### config.mk
export PLATFORM = sky130hd
export DESIGN_NAME = sbst_tap
export DESIGN_NICKNAME = d
export VERILOG_FILES = /design/src/sbst_tap_fsm.v /design/src/sbst_tap.v
export VERILOG_INCLUDE_DIRS = /design/src
export SDC_FILE = /design/constraint.sdc
export NUM_CORES = 1
export LEC_CHECK = 0
export BUFFER_PORTS_ARGS = -buffer_cell sky130_fd_sc_hd__buf_2
export CAP_MARGIN = 30
export CORE_ASPECT_RATIO = 1.2
export CORE_UTILIZATION = 50
export CTS_BUF_LIST = sky130_fd_sc_hd__clkbuf_8
export DETAILED_ROUTE_END_ITERATION = 10
export GPL_TIMING_DRIVEN = 0
export PLACE_DENSITY = 0.74
export RECOVER_POWER = 25
export SLEW_MARGIN = 10
export SYNTH_ARGS = -nofsm -noshare
export SYNTH_HDL_FRONTEND = slang
export SYNTH_SLANG_ARGS = --single-unit
### constraint.sdc
create_clock -name ref_clk -period 3.76 [get_ports ref_clk]
set_input_delay 0.188 -clock ref_clk [delete_from_list [all_inputs] [get_ports ref_clk]]
set_output_delay 0.188 -clock ref_clk [all_outputs]
set_load 0.02 [all_outputs]
### src/sbst_consts.vh
`ifndef SBST_CONSTS_VH
`define SBST_CONSTS_VH
// register lengths and high mode-select count to test-logic-reset
`define SBST_IR_LEN      3
`define SBST_ID_LEN      32
`define SBST_BND_LEN     109
`define SBST_TLR_ONES    5
// instruction codes
`define SBST_INS_EXTEST  3'h0
`define SBST_INS_IDCODE  3'h1
`define SBST_INS_SAMPLEZ 3'h2
`define SBST_INS_PRELOAD 3'h4
`define SBST_INS_BYPASS  3'h7
// capture pattern of the instruction register
`define SBST_IR_CAPTURE  3'h1
// identification code, arbitrary neutral value
`define SBST_IDCODE_VAL  32'h1234_5679
// tap state codes
`define SBST_ST_TLR  4'h0
`define SBST_ST_RTI  4'h1
`define SBST_ST_SDRS 4'h2
`define SBST_ST_CDR  4'h3
`define SBST_ST_SDR  4'h4
`define SBST_ST_E1DR 4'h5
`define SBST_ST_PDR  4'h6
`define SBST_ST_E2DR 4'h7
`define SBST_ST_UDR  4'h8
`define SBST_ST_SIRS 4'h9
`define SBST_ST_CIR  4'ha
`define SBST_ST_SIR  4'hb
`define SBST_ST_E1IR 4'hc
`define SBST_ST_PIR  4'hd
`define SBST_ST_E2IR 4'he
`define SBST_ST_UIR  4'hf
`endif

### src/sbst_tap_fsm.v
`timescale 1ns/1ps
`default_nettype none
`include "sbst_consts.vh"
module sbst_tap_fsm (
  input  wire       ref_clk,   // system clock
  input  wire       rst_n,     // asynchronous reset, active low
  input  wire       tck_rise,  // one-cycle pulse at test clock rising edge
  input  wire       tms_s,     // synchronised mode select
  output reg  [3:0] state_reg  // current tap state
);
  reg [3:0] state_next;

  // sixteen-state transition table
  always @* begin
    state_next = state_reg;
    case (state_reg)
      `SBST_ST_TLR:  state_next = tms_s ? `SBST_ST_TLR  : `SBST_ST_RTI;
      `SBST_ST_RTI:  state_next = tms_s ? `SBST_ST_SDRS : `SBST_ST_RTI;
      `SBST_ST_SDRS: state_next = tms_s ? `SBST_ST_SIRS : `SBST_ST_CDR;
      `SBST_ST_CDR:  state_next = tms_s ? `SBST_ST_E1DR : `SBST_ST_SDR;
      `SBST_ST_SDR:  state_next = tms_s ? `SBST_ST_E1DR : `SBST_ST_SDR;
      `SBST_ST_E1DR: state_next = tms_s ? `SBST_ST_UDR  : `SBST_ST_PDR;
      `SBST_ST_PDR:  state_next = tms_s ? `SBST_ST_E2DR : `SBST_ST_PDR;
      `SBST_ST_E2DR: state_next = tms_s ? `SBST_ST_UDR  : `SBST_ST_SDR;
      `SBST_ST_UDR:  state_next = tms_s ? `SBST_ST_SDRS : `SBST_ST_RTI;
      `SBST_ST_SIRS: state_next = tms_s ? `SBST_ST_TLR  : `SBST_ST_CIR;
      `SBST_ST_CIR:  state_next = tms_s ? `SBST_ST_E1IR : `SBST_ST_SIR;
      `SBST_ST_SIR:  state_next = tms_s ? `SBST_ST_E1IR : `SBST_ST_SIR;
      `SBST_ST_E1IR: state_next = tms_s ? `SBST_ST_UIR  : `SBST_ST_PIR;
      `SBST_ST_PIR:  state_next = tms_s ? `SBST_ST_E2IR : `SBST_ST_PIR;
      `SBST_ST_E2IR: state_next = tms_s ? `SBST_ST_UIR  : `SBST_ST_SIR;
      `SBST_ST_UIR:  state_next = tms_s ? `SBST_ST_SDRS : `SBST_ST_RTI;
      default:       state_next = `SBST_ST_TLR;
    endcase
  end

  // state steps only on a test clock rising edge
  always @(posedge ref_clk or negedge rst_n) begin
    if (!rst_n) begin
      state_reg <= `SBST_ST_TLR;
    end else if (tck_rise) begin
      state_reg <= state_next;
    end
  end
endmodule
`default_nettype wire

### src/sbst_tap.v
// Behaviour
// - tms and tdi are sampled at each test clock rising edge.
// - tdo and its enable change only at test clock falling edges.
// - mode select alone steps the tap state machine.
// - serial path chosen from tap state and current instruction.
// - five high mode-select rising edges always reach test-logic-reset.
// - power-up reset puts the tap in test-logic-reset.
// - new instruction takes effect leaving update-ir toward idle or data states.
// - instruction shifts only while it sits on the serial path.
// - instruction preset to identification at power-up and in test-logic-reset.
// - one-bit bypass register selectable as serial path.
// - bypass passes data with a single stage of delay.
// - 32-bit identification register captures fixed code under identification.
// - identification register shifts during shift-dr.
// - boundary register captures pin ring values in capture-dr.
// - boundary register shifts during shift-dr.
// - several instructions select the boundary register.
// - each boundary bit maps to one fixed pin in exit order.
// - only a small instruction subset is supported; others act as bypass.
`timescale 1ns/1ps
`default_nettype none
`include "sbst_consts.vh"
module sbst_tap #(
  parameter BND_LEN = `SBST_BND_LEN, // boundary register length
  parameter IR_LEN  = `SBST_IR_LEN,  // instruction register length
  parameter ID_LEN  = `SBST_ID_LEN   // identification register length
) (
  input  wire               ref_clk,    // system clock, 100 MHz
  input  wire               rst_n,      // power-up reset, active low
  input  wire               tck,        // test clock pin
  input  wire               tms,        // test mode select pin
  input  wire               tdi,        // test data in pin
  input  wire [BND_LEN-1:0] ring_in,    // pin ring values, bit 0 = exit order bit 1
  output reg                tdo,        // test data out
  output reg                tdo_oe,     // tdo drive enable, high while shifting
  output reg  [BND_LEN-1:0] bnd_upd,    // boundary update latch toward the pins
  output reg                extest_on,  // high while extest instruction is active
  output reg  [3:0]         tap_state,  // current tap state
  output reg  [IR_LEN-1:0]  ins_active  // instruction in effect
);
  // synchronisers
  reg [2:0] tck_sync_reg;
  reg [1:0] tms_sync_reg;
  reg [1:0] tdi_sync_reg;
  wire      tck_rise;
  wire      tck_fall;
  wire      tms_s;
  wire      tdi_s;
  wire [3:0] st;

  reg [IR_LEN-1:0]  ir_shift_reg;
  reg [ID_LEN-1:0]  id_shift_reg;
  reg [BND_LEN-1:0] bnd_shift_reg;
  reg               byp_reg;
  reg               tdo_next;
  reg               oe_next;

  // true when the instruction selects the boundary register
  function sel_bnd;
    input [IR_LEN-1:0] ins;
    begin
      sel_bnd = (ins == `SBST_INS_EXTEST) || (ins == `SBST_INS_SAMPLEZ) ||
                (ins == `SBST_INS_PRELOAD);
    end
  endfunction

  // true for the bypass instruction and for instructions outside the supported set
  function is_byp;
    input [IR_LEN-1:0] ins;
    begin
      is_byp = !sel_bnd(ins) && (ins != `SBST_INS_IDCODE);
    end
  endfunction

  // two flip-flops on each pin, third tck stage for edge finding
  always @(posedge ref_clk or negedge rst_n) begin
    if (!rst_n) begin
      tck_sync_reg <= 3'h0;
      tms_sync_reg <= 2'h3;
      tdi_sync_reg <= 2'h3;
    end else begin
      tck_sync_reg <= {tck_sync_reg[1:0], tck};
      tms_sync_reg <= {tms_sync_reg[0], tms};
      tdi_sync_reg <= {tdi_sync_reg[0], tdi};
    end
  end

  assign tck_rise = tck_sync_reg[1] & ~tck_sync_reg[2];
  assign tck_fall = ~tck_sync_reg[1] & tck_sync_reg[2];
  assign tms_s    = tms_sync_reg[1];
  assign tdi_s    = tdi_sync_reg[1];

  sbst_tap_fsm u_fsm (
    .ref_clk   (ref_clk),
    .rst_n     (rst_n),
    .tck_rise  (tck_rise),
    .tms_s     (tms_s),
    .state_reg (st)
  );

  // instruction shift and update
  always @(posedge ref_clk or negedge rst_n) begin
    if (!rst_n) begin
      ir_shift_reg <= `SBST_IR_CAPTURE;
      ins_active   <= `SBST_INS_IDCODE;
    end else if (st == `SBST_ST_TLR) begin
      // preset as soon as test-logic-reset is entered, not one tck later
      ins_active <= `SBST_INS_IDCODE;
    end else if (tck_rise) begin
      if (st == `SBST_ST_CIR) begin
        ir_shift_reg <= `SBST_IR_CAPTURE;
      end else if (st == `SBST_ST_SIR) begin
        ir_shift_reg <= {tdi_s, ir_shift_reg[IR_LEN-1:1]};
      end else if (st == `SBST_ST_UIR) begin
        ins_active <= ir_shift_reg;
      end
    end
  end

  // data registers: capture and shift
  always @(posedge ref_clk or negedge rst_n) begin
    if (!rst_n) begin
      byp_reg       <= 1'b0;
      id_shift_reg  <= {ID_LEN{1'b0}};
      bnd_shift_reg <= {BND_LEN{1'b0}};
    end else if (tck_rise) begin
      if (st == `SBST_ST_CDR) begin
        byp_reg <= 1'b0;
        if (ins_active == `SBST_INS_IDCODE) begin
          id_shift_reg <= `SBST_IDCODE_VAL;
        end
        if (sel_bnd(ins_active)) begin
          bnd_shift_reg <= ring_in;
        end
      end else if (st == `SBST_ST_SDR) begin
        byp_reg <= tdi_s;
        if (ins_active == `SBST_INS_IDCODE) begin
          id_shift_reg <= {tdi_s, id_shift_reg[ID_LEN-1:1]};
        end
        if (sel_bnd(ins_active)) begin
          bnd_shift_reg <= {tdi_s, bnd_shift_reg[BND_LEN-1:1]};
        end
      end
    end
  end

  // boundary update latch and mode flag
  always @(posedge ref_clk or negedge rst_n) begin
    if (!rst_n) begin
      bnd_upd   <= {BND_LEN{1'b0}};
      extest_on <= 1'b0;
    end else begin
      extest_on <= (ins_active == `SBST_INS_EXTEST);
      if (tck_fall && st == `SBST_ST_UDR && sel_bnd(ins_active)) begin
        bnd_upd <= bnd_shift_reg;
      end
    end
  end

  // serial output selection by state and instruction
  always @* begin
    tdo_next = 1'b0;
    oe_next  = 1'b0;
    if (st == `SBST_ST_SIR) begin
      tdo_next = ir_shift_reg[0];
      oe_next  = 1'b1;
    end else if (st == `SBST_ST_SDR) begin
      oe_next = 1'b1;
      if (ins_active == `SBST_INS_IDCODE) begin
        tdo_next = id_shift_reg[0];
      end else if (sel_bnd(ins_active)) begin
        tdo_next = bnd_shift_reg[0];
      end else if (is_byp(ins_active)) begin
        tdo_next = byp_reg;
      end
    end
  end

  // outputs move at the falling test clock edge only
  always @(posedge ref_clk or negedge rst_n) begin
    if (!rst_n) begin
      tdo       <= 1'b0;
      tdo_oe    <= 1'b0;
      tap_state <= `SBST_ST_TLR;
    end else if (tck_fall) begin
      tdo       <= tdo_next;
      tdo_oe    <= oe_next;
      tap_state <= st;
    end
  end
endmodule
`default_nettype wire

# Yosys cells after proc, flatten, opt, wreduce, memory -nomap -nowiden
# Index checks and enable logic that the tools add are counted.
# W data, S select, Z words.
word_totals:
  reg_bits: 275
  latch_bits: 0
  mem_bits_rw: 0
  rom_bits: 0
  in_bits: 114
  out_inout_bits: 119
  elab_cells: 97
  n_memories: 0
op_classes:
  n_addsub: 0
  n_mul: 0
  div: 0
  magnitude_cmp: 0
  eq_ne: 21
  shifts: 0
  muxes: 37
  n_bitwise: 5
  reduce_logical: 20
op_table:
  columns: ["cell", "count"]
  rows:
  - ["$mux W109", 4]
  - ["$mux W32", 4]
  - ["$pmux W4 S12", 1]
  - ["$eq A4 B4 Y1 const B", 8]
  - ["$mux W3", 9]
  - ["$eq A4 B3 Y1 const B", 4]
  - ["$mux W4", 4]
  - ["$mux W1", 12]
  - ["$reduce_and A3 Y1", 3]
  - ["$eq A4 B2 Y1 const B", 2]
  - ["$reduce_bool A2 Y1", 4]
  - ["$mux W2", 3]
  - ["$eq A4 B1 Y1 const B", 1]
  - ["$logic_not A4 Y1", 1]
  - ["$ne A2 B2 Y1 const B", 2]
  - ["$reduce_and A4 Y1", 1]
  - ["$reduce_or A2 Y1", 2]
  - ["$eq A3 B1 Y1 const B", 1]
  - ["$eq A3 B2 Y1 const B", 1]
  - ["$eq A3 B3 Y1 const B", 1]
  - ["$logic_and A1 B1 Y1", 3]
  - ["$logic_not A3 Y1", 1]
  - ["$ne A3 B1 Y1 const B", 1]
  - ["$not A1 Y1", 3]
  - ["5 further kinds", 7]

# Longest topological paths before layout
# Gate-level depths: netlist of the first run.
depth:
  depth_word: 10
  depth_mapped: 9
  depth_no_buf: 4

# Cells and area by module
# From an unflattened synthesis of the first run, not the netlist that was laid out.
hier_totals:
  cells_unflattened: 974
  area_unflattened_um2: 11608.6
modules_own_cells:
  columns: ["mod", "n_inst", "cells_per_inst", "area_each_um2", "seq_area_each_um2"]
  rows:
  - ["sbst_tap", 1, 927, 11208.2, 6789.0]
  - ["sbst_tap_fsm", 1, 47, 400.4, 100.1]

# Worst setup path before layout of the first run
# OpenSTA, ideal clock, no wires.
synth_timing:
  kind: "reg2reg"
  startpoint: "register ins_active[0]"
  endpoint: "register bnd_upd[100]"
  setup_ns: 0.125
  t_arrival_ns: 1.544
  required_ns: 3.635
  slack_ns: 2.091
  stages_incl_launch_ff: 7
  path_buffers: 3
  synth_period_minus_slack_ns: 1.669
  path_cell_list: "dfstp_2 a21oi_2 nand4_1 buf_2 buf_6 buf_6 mux2_4"
synth_between:
  elab_chain_cells: 4
  elab_cells_between_ends: 6
  classes_between: "eq/ne (2); reduce/logical (4)"
synth_rtl:
  columns: ["item", "line_no", "source"]
  rows:
  - ["start, declared", "sbst_tap.v:39", "output reg [IR_LEN-1:0] ins_active"]
  - ["start signal, assigned", "sbst_tap.v:105", "ins_active <= `SBST_INS_IDCODE;"]
  - ["start signal, assigned", "sbst_tap.v:108", "ins_active <= `SBST_INS_IDCODE;"]
  - ["start signal, assigned", "sbst_tap.v:115", "ins_active <= ir_shift_reg;"]
  - ["$eq A3 B2 Y1 (no line) or $logic_not A3 Y1 (tied branches)", null, null]
  - ["$logic_or A1 B1 Y1", "sbst_tap.v:62", "sel_bnd = (ins == `SBST_INS_EXTEST) || (ins == `SBST_INS_SAMPLEZ) ||"]
  - ["$logic_or A1 B1 Y1 (*)", "sbst_tap.v:62", null]
  - ["$logic_and A1 B1 Y1 (*)", "sbst_tap.v:154", "if (tck_fall && st == `SBST_ST_UDR && sel_bnd(ins_active)) begin"]
  - ["end signal, assigned", "sbst_tap.v:150", "bnd_upd <= {BND_LEN{1'b0}};"]
  - ["end signal, assigned", "sbst_tap.v:155", "bnd_upd <= bnd_shift_reg;"]
  - ["end, declared", "sbst_tap.v:36", "output reg [BND_LEN-1:0] bnd_upd,"]
# Every way passes the cells marked *; elsewhere a longest branch is shown, timed or not.
# A chain may end at the register's enable or synchronous reset.

==> results of run 1 <==
## metal layers
metal | routed length [um] | global-route usage, %
met4 | 1120 | 10.9
met3 | 1360 | 5.12
met5 | 0 | 0
met2 | 14000 | 40.2
met1 | 12100 | 31.6
## cell usage in the layout (no fill, tap or decap), types with 2 or more instances in the layout
cell type        n
a21oi_1         10
a32o_1           2
and2_1           2
buf_16           2
buf_2          263
buf_4            5
buf_6            8
clkbuf_1        21
clkbuf_8        53
clkinv_2         5
dfrtp_1        269
dfstp_2          5
diode_2          2
dlygate4sd3_1  106
inv_1           22
mux2_2         101
mux2_4          10
mux2i_1        110
nand2_1        179
nand2b_1         5
nand3_1          5
nand3b_1         2
nand4_1          2
nor2_1          21
nor2b_1          5
nor3b_2          2
o21ai_0        117
o21ai_1         33
o32ai_1          2
## worst paths after layout
check / to / slack (ns) / start / cells past startpoint
setup / recovery: bnd_upd[91] / 1.39 / rst_n / 3
hold / removal: bnd_shift_reg[47] / -0.02 / ring_in[47] / 3
setup reg to reg: bnd_upd[98] / 1.68 / ins_active[0] / 6
hold reg to reg: tck_sync_reg[1] / 0.35 / tck_sync_reg[0] / 0
max in group ref_clk: bnd_upd[98] / 1.68 / ins_active[0] / 6
min in group asynchronous: bnd_upd[24] / 0.93 / rst_n / 2
## logic make-up (layout without fill, tap and decap cells)
family          Yosys count  count (layout)
mux                     221             221
simple gates            232             232
buf+inv                  72             486
compound gates          175             175
flops                   275             275
other cells               0               2
## layout make-up
class	instances	share of cell area (%)
flip-flops and latches	275	45.7
clock buffers	53	4.84
repair buffers	340	15.1
clock inverters	21	0.565
well taps	310	2.58
inverters	6	0.150
multi-input cells	628	28.5
plain buffers	66	2.43
diodes	2	0.0332
## worst max-delay path: cells and delay by family
kind / cells / cell delay [ns]
buffers and inverters: 3 / 2.67
## power by group through the flow
stage	sequential (uW)	combinational, uW	clock (uW)
after floorplan	3490	813	0
after global placement	3470	1200	0
after detailed placement	3470	1230	0
after CTS	3430	1320	2450
after global routing	3470	1480	2580
final	3430	1320	2400
## through the flow
stage	worst slack, ns	cells	instance area [um2]	total power, uW	setup TNS (ns)
2_1_floorplan	2.09	975	11600	4300	0
3_3_place_gp	-2.49	1517	13100	4660	-667.57
4_1_cts	1.70	1699	15100	7200	0
6_report	1.39	1701	15100	7150	0
5_1_grt	0.914	1700	15100	7520	0
3_5_place_dp	1.72	1519	13200	4710	0
==> impl_metrics.toml, run 1 <==
[global_route]
grt_max_degree = 105
grt_pass1_wl_mm = 46.4
grt.total_usage_pct = 24.6
gr-total-overflow = 0
first_global_vias = 8911
antenna_found_initial = 1

[pwr]
p_seq_share_pct = 47.9
netSwitchingPower_uw = 2060
comb_power_share_pct = 18.5
p_int_uw = 5090
power_density_nw_per_um2 = 475
irDropWorstVdd_uv = 293
clkPwrFrac_pct = 33.5
swShare_pct = 28.8
power.leakage_uw = 0.00778

[placement]
numPortBuffers = 232
dp_hpwl_mm = 18.2
gp_congestion = 0.835

[worst_setup_path]
crit_fanout = 104
worst_setup_path_end_kind = "async pin"
crit_type = "in2async"
worst_setup_path_start_kind = "input port"
critPathArrivalTime_ns = 3.00
crit_path_top_delay_cell = "clkbuf_2"
required_ns = 4.39
path_cells = "dlygate4sd3_1 -> clkbuf_2 -> buf_16"
cpPeakStageDelay_ns = 1.71

[clock_tree]
numCtsBuffers = 44
cts.htree.levels = 2
clk_pin_slew_ns = 0.06
cts_tree = "yes"
post-cts-setup-buffer-count = 0
clock_latency_ns = 0.54
clock-root-buffer = "clkbuf_8"
cts_resized = 0
clock_sinks = 275
hold_buffers = 106
cts.path.max_buffers = 3

[logic_synthesis]
netlist.area_leader.share_pct = 58.1
yosysSeqAreaShare_pct = 59.5
synthAdderAreaFrac_pct = 0
syn_area_um2 = 11600
muxShareOfSynthArea_pct = 20.6
synth_nets = 1089
synth_top_family_by_area = "multiplexers"
synth.distinct_cells = 44
synth_cells = 975
synthTopCellsByArea = "dfrtp_1, mux2_2, mux2i_1"
synth.avg_cell_area_um2 = 11.9
synth_common_cells = "dfrtp_1, nand2_1, o21ai_0, mux2i_1, mux2_2"
synth_xor_area_share_pct = 0
synth_seq_cells = 275
synth-edff-count = 0
synth_warnings = 0
synthFlopType = "dfrtp_1"
synth_compound_area_share_pct = 8.07
synth_area_leader_cell = "dfrtp_1"
synth_simple_gate_area_share_pct = 8.41
synth.most_common_cell = "dfrtp_1"
synthArstFlopShare_pct = 100

[routing]
drc = 0
drt_wl_total_mm = 28.6
viasPerCell = 5.19
routedWlPerCell_um = 16.8
vias = 8835
drt_iter0_drc = 555
drt-pass1-iter-count = 5
ant_nets = 0

[die]
fp.dieH_um = 169
start_util_pct = 51.2
die_x_um = 141
rows = 60
io_pins = 233
dieArea_um2 = 23800
core-area_um2 = 22600

[finish]
seq_area_um2 = 6890
syn2layout_area_growth_pct = 30.1
drive_gt1_share_pct = 33.2
fin_nets = 1475
multiInputGateArea_um2 = 4300
fillers = 1687
final_core_util_pct = 66.6

[min_path]
hold_path_class = "in2reg"

[run_status]
violations = "hold timing, capacitance limit, slew limit"
outcome = "complete, but fails checks"

[sta]
timing.final.crit_share_pct = 63.1
fmax_mhz = 421
hold_violations = 1
slew_headroom_pct = -61.3
hold_slack_ns = -0.0191
rsz0062_at_grt = "false"
final_max_slew_viol_count = 93
setup_violations = 0
finalClockSkew_ns = 0.0266
finalCriticalPeriod_ns = 2.37
tightest_slew_ns = 2.42

[run]
drv_cap = 1
Note: power is estimated with default switching activity, not from simulation.
==> inputs of run 2 (changes only) <==
- ABC_AREA: not set -> 1
- clock period: 3.76 -> 2.3 ns (I/O delays scaled with it)
==> impl_metrics.toml, run 2 <==
[run_status]
outcome = "completed"

[clock_tree]
cts_tree = "yes"
cts.htree.levels = 2
cts.path.max_buffers = 3
clk_pin_slew_ns = 0.06
clock_latency_ns = 0.55
clock_sinks = 275
numCtsBuffers = 44
clock-root-buffer = "clkbuf_8"
post-cts-setup-buffer-count = 0

[global_route]
grt_max_degree = 104
gr-total-overflow = 0
antenna_found_initial = 1
grt.total_usage_pct = 27.1
grt_pass1_wl_mm = 51.4
first_global_vias = 10500

[sta]
finalCriticalPeriod_ns = 2.17
hold_violations = 0
tightest_slew_ns = 1.43
timing.final.crit_share_pct = 94.5
fmax_mhz = 460
rsz0062_at_grt = "false"
setup_violations = 0
final_max_slew_viol_count = 0
setup_tns_ns = 0
hold_slack_ns = 0.214
finalClockSkew_ns = 0.0160
slew_headroom_pct = 4.53

[min_path]
worstHoldStart = "tck"
min_path_cells = 2
min_to = "tck_sync_reg[0]"
hold_path_class = "in2reg"

[logic_synthesis]
synth_seq_cells = 275
synth-edff-count = 0
synth_nets = 1462
synthFlopType = "dfrtp_1"
netlist.area_leader.share_pct = 58.1
syn_area_um2 = 11600
synth_warnings = 0
synth.avg_cell_area_um2 = 8.59
synth.most_common_cell = "nand2_1"
synth_area_leader_cell = "dfrtp_1"
synth_common_cells = "nand2_1, o21ai_0, dfrtp_1, inv_1, o21ai_1"
synth.distinct_cells = 23
synthTopCellsByArea = "dfrtp_1, nand2_1, o21ai_0"
synth_cells = 1348
synthArstFlopShare_pct = 100
yosysSeqAreaShare_pct = 59.5

[finish]
drive_gt1_share_pct = 17.8
final_common_cell = "nand2_1"
fin_nets = 1855
seq_area_um2 = 6890
syn2layout_area_growth_pct = 30.5
final_cells = 2085
layout_common_cells = "nand2_1, o21ai_0, dfrtp_1"
fillers = 1876
multiInputGateArea_um2 = 3750

[die]
fp.dieH_um = 169
io_pins = 233
die_x_um = 141
core-area_um2 = 22600
dieArea_um2 = 23800
rows = 60
start_util_pct = 51.3

[routing]
viasPerCell = 5.13
routedWlPerCell_um = 15.3
drt_iter0_drc = 655
drt-pass1-iter-count = 6
drc = 0
drt_wl_total_mm = 31.8
vias = 10700
ant_nets = 0

[placement]
gp_congestion = 0.867
placed_cells = 1892
dp_hpwl_mm = 20.8
numPortBuffers = 232

[pwr]
irDropWorstVdd_uv = 571
power.leakage_uw = 0.00761
power_density_nw_per_um2 = 731

[worst_setup_path]
worst_setup_path_start_kind = "register"
critPathArrivalTime_ns = 2.59
crit_type = "reg2reg"
required_ns = 2.72
reg2reg_depth = 9
crit_fanout = 10
r2r_slack_ns = 0.13
worst_setup_path_end_kind = "register"
r2r_end = "bnd_shift_reg[105]"
crit-reg2reg-launch = "u_fsm.state_reg[1]"

[run]
drv_cap = 0
==> run 2: layer usage <==
layer	GRT usage [%]	vias to the layer above	wire, um
met5	0	-	0
li1	-	5087	-
met3	4.92	94	1790
met1	34.2	5141	13200
met4	12.9	0	1350
met2	45.4	373	15500
==> run 2: worst max-delay path: stages (launching register included) <==
cell and delay [ns]:
dfrtp_1 0.35, buf_2 0.17, nor2_1 0.24, nand2_1 0.16
nand2_1 0.10, nand2_2 0.08, nor2_2 0.19, buf_6 0.22
clkbuf_1 0.42, o21ai_1 0.12
==> run 2: worst max path at each step <==
stage                       start                  to  slack (ns)  cells past startpoint
2_1_floorplan  u_fsm.state_reg[1]  bnd_shift_reg[100]        0.62                      9
3_3_place_gp                rst_n   bnd_shift_reg[59]       -3.86                      1
3_5_place_dp   u_fsm.state_reg[2]   bnd_shift_reg[31]       -0.01                      8
4_1_cts        u_fsm.state_reg[2]   bnd_shift_reg[15]        0.03                      8
5_1_grt        u_fsm.state_reg[1]   bnd_shift_reg[53]      0.0008                      9
6_report       u_fsm.state_reg[1]  bnd_shift_reg[105]        0.13                      9
==> run 2: cell families (layout without fill, tap and decap cells) <==
| logic type | Yosys count | in the layout | share of synthesized area [%] |
|---|---|---|---|
| compound gates | 362 | 362 | 15.7 |
| buf+inv | 213 | 639 | 8.19 |
| flops | 275 | 275 | 59.5 |
| other cells | 0 | 1 | 0 |
| simple gates | 498 | 498 | 16.6 |
==> run 2: power breakdown <==
part | switching [uW] | total (uW) | internal (uW)
registers | 149 | 5250 | 5100
logic | 1170 | 1800 | 632
clock network | 1890 | 4010 | 2110
total | 3210 | 11100 | 7840
==> run 2: timing repair <==
item	CTS	global route
gates resized for setup	2	22
setup endpoints to repair	2	114
hold buffers	113	0
hold endpoints to repair	208	0
==> run 2: area by class of cell <==
| type | instances | share of cell area, % |
|---|---|---|
| clock inverters | 25 | 0.695 |
| inverters | 130 | 3.23 |
| clock buffers | 54 | 4.92 |
| multi-input cells | 860 | 24.8 |
| well taps | 310 | 2.57 |
| flip-flops and latches | 275 | 45.6 |
| diodes | 1 | 0.0166 |
| plain buffers | 83 | 3.16 |
| repair buffers | 347 | 15.0 |
==> run 2: through the flow <==
| step | cell area (um2) | setup slack [ns] | util [%] | total power (uW) |
|---|---|---|---|---|
| 6_report | 15100 | 0.127 | 66.9 | 11100 |
| 5_1_grt | 15100 | 0.000814 | 66.9 | 11600 |
| 4_1_cts | 15200 | 0.0306 | 67.2 | 11100 |
| 3_5_place_dp | 13200 | -0.0128 | 58.4 | 6940 |
| 3_3_place_gp | 13100 | -3.86 | 58.1 | 6900 |
| 2_1_floorplan | 11600 | 0.618 | - | 6330 |
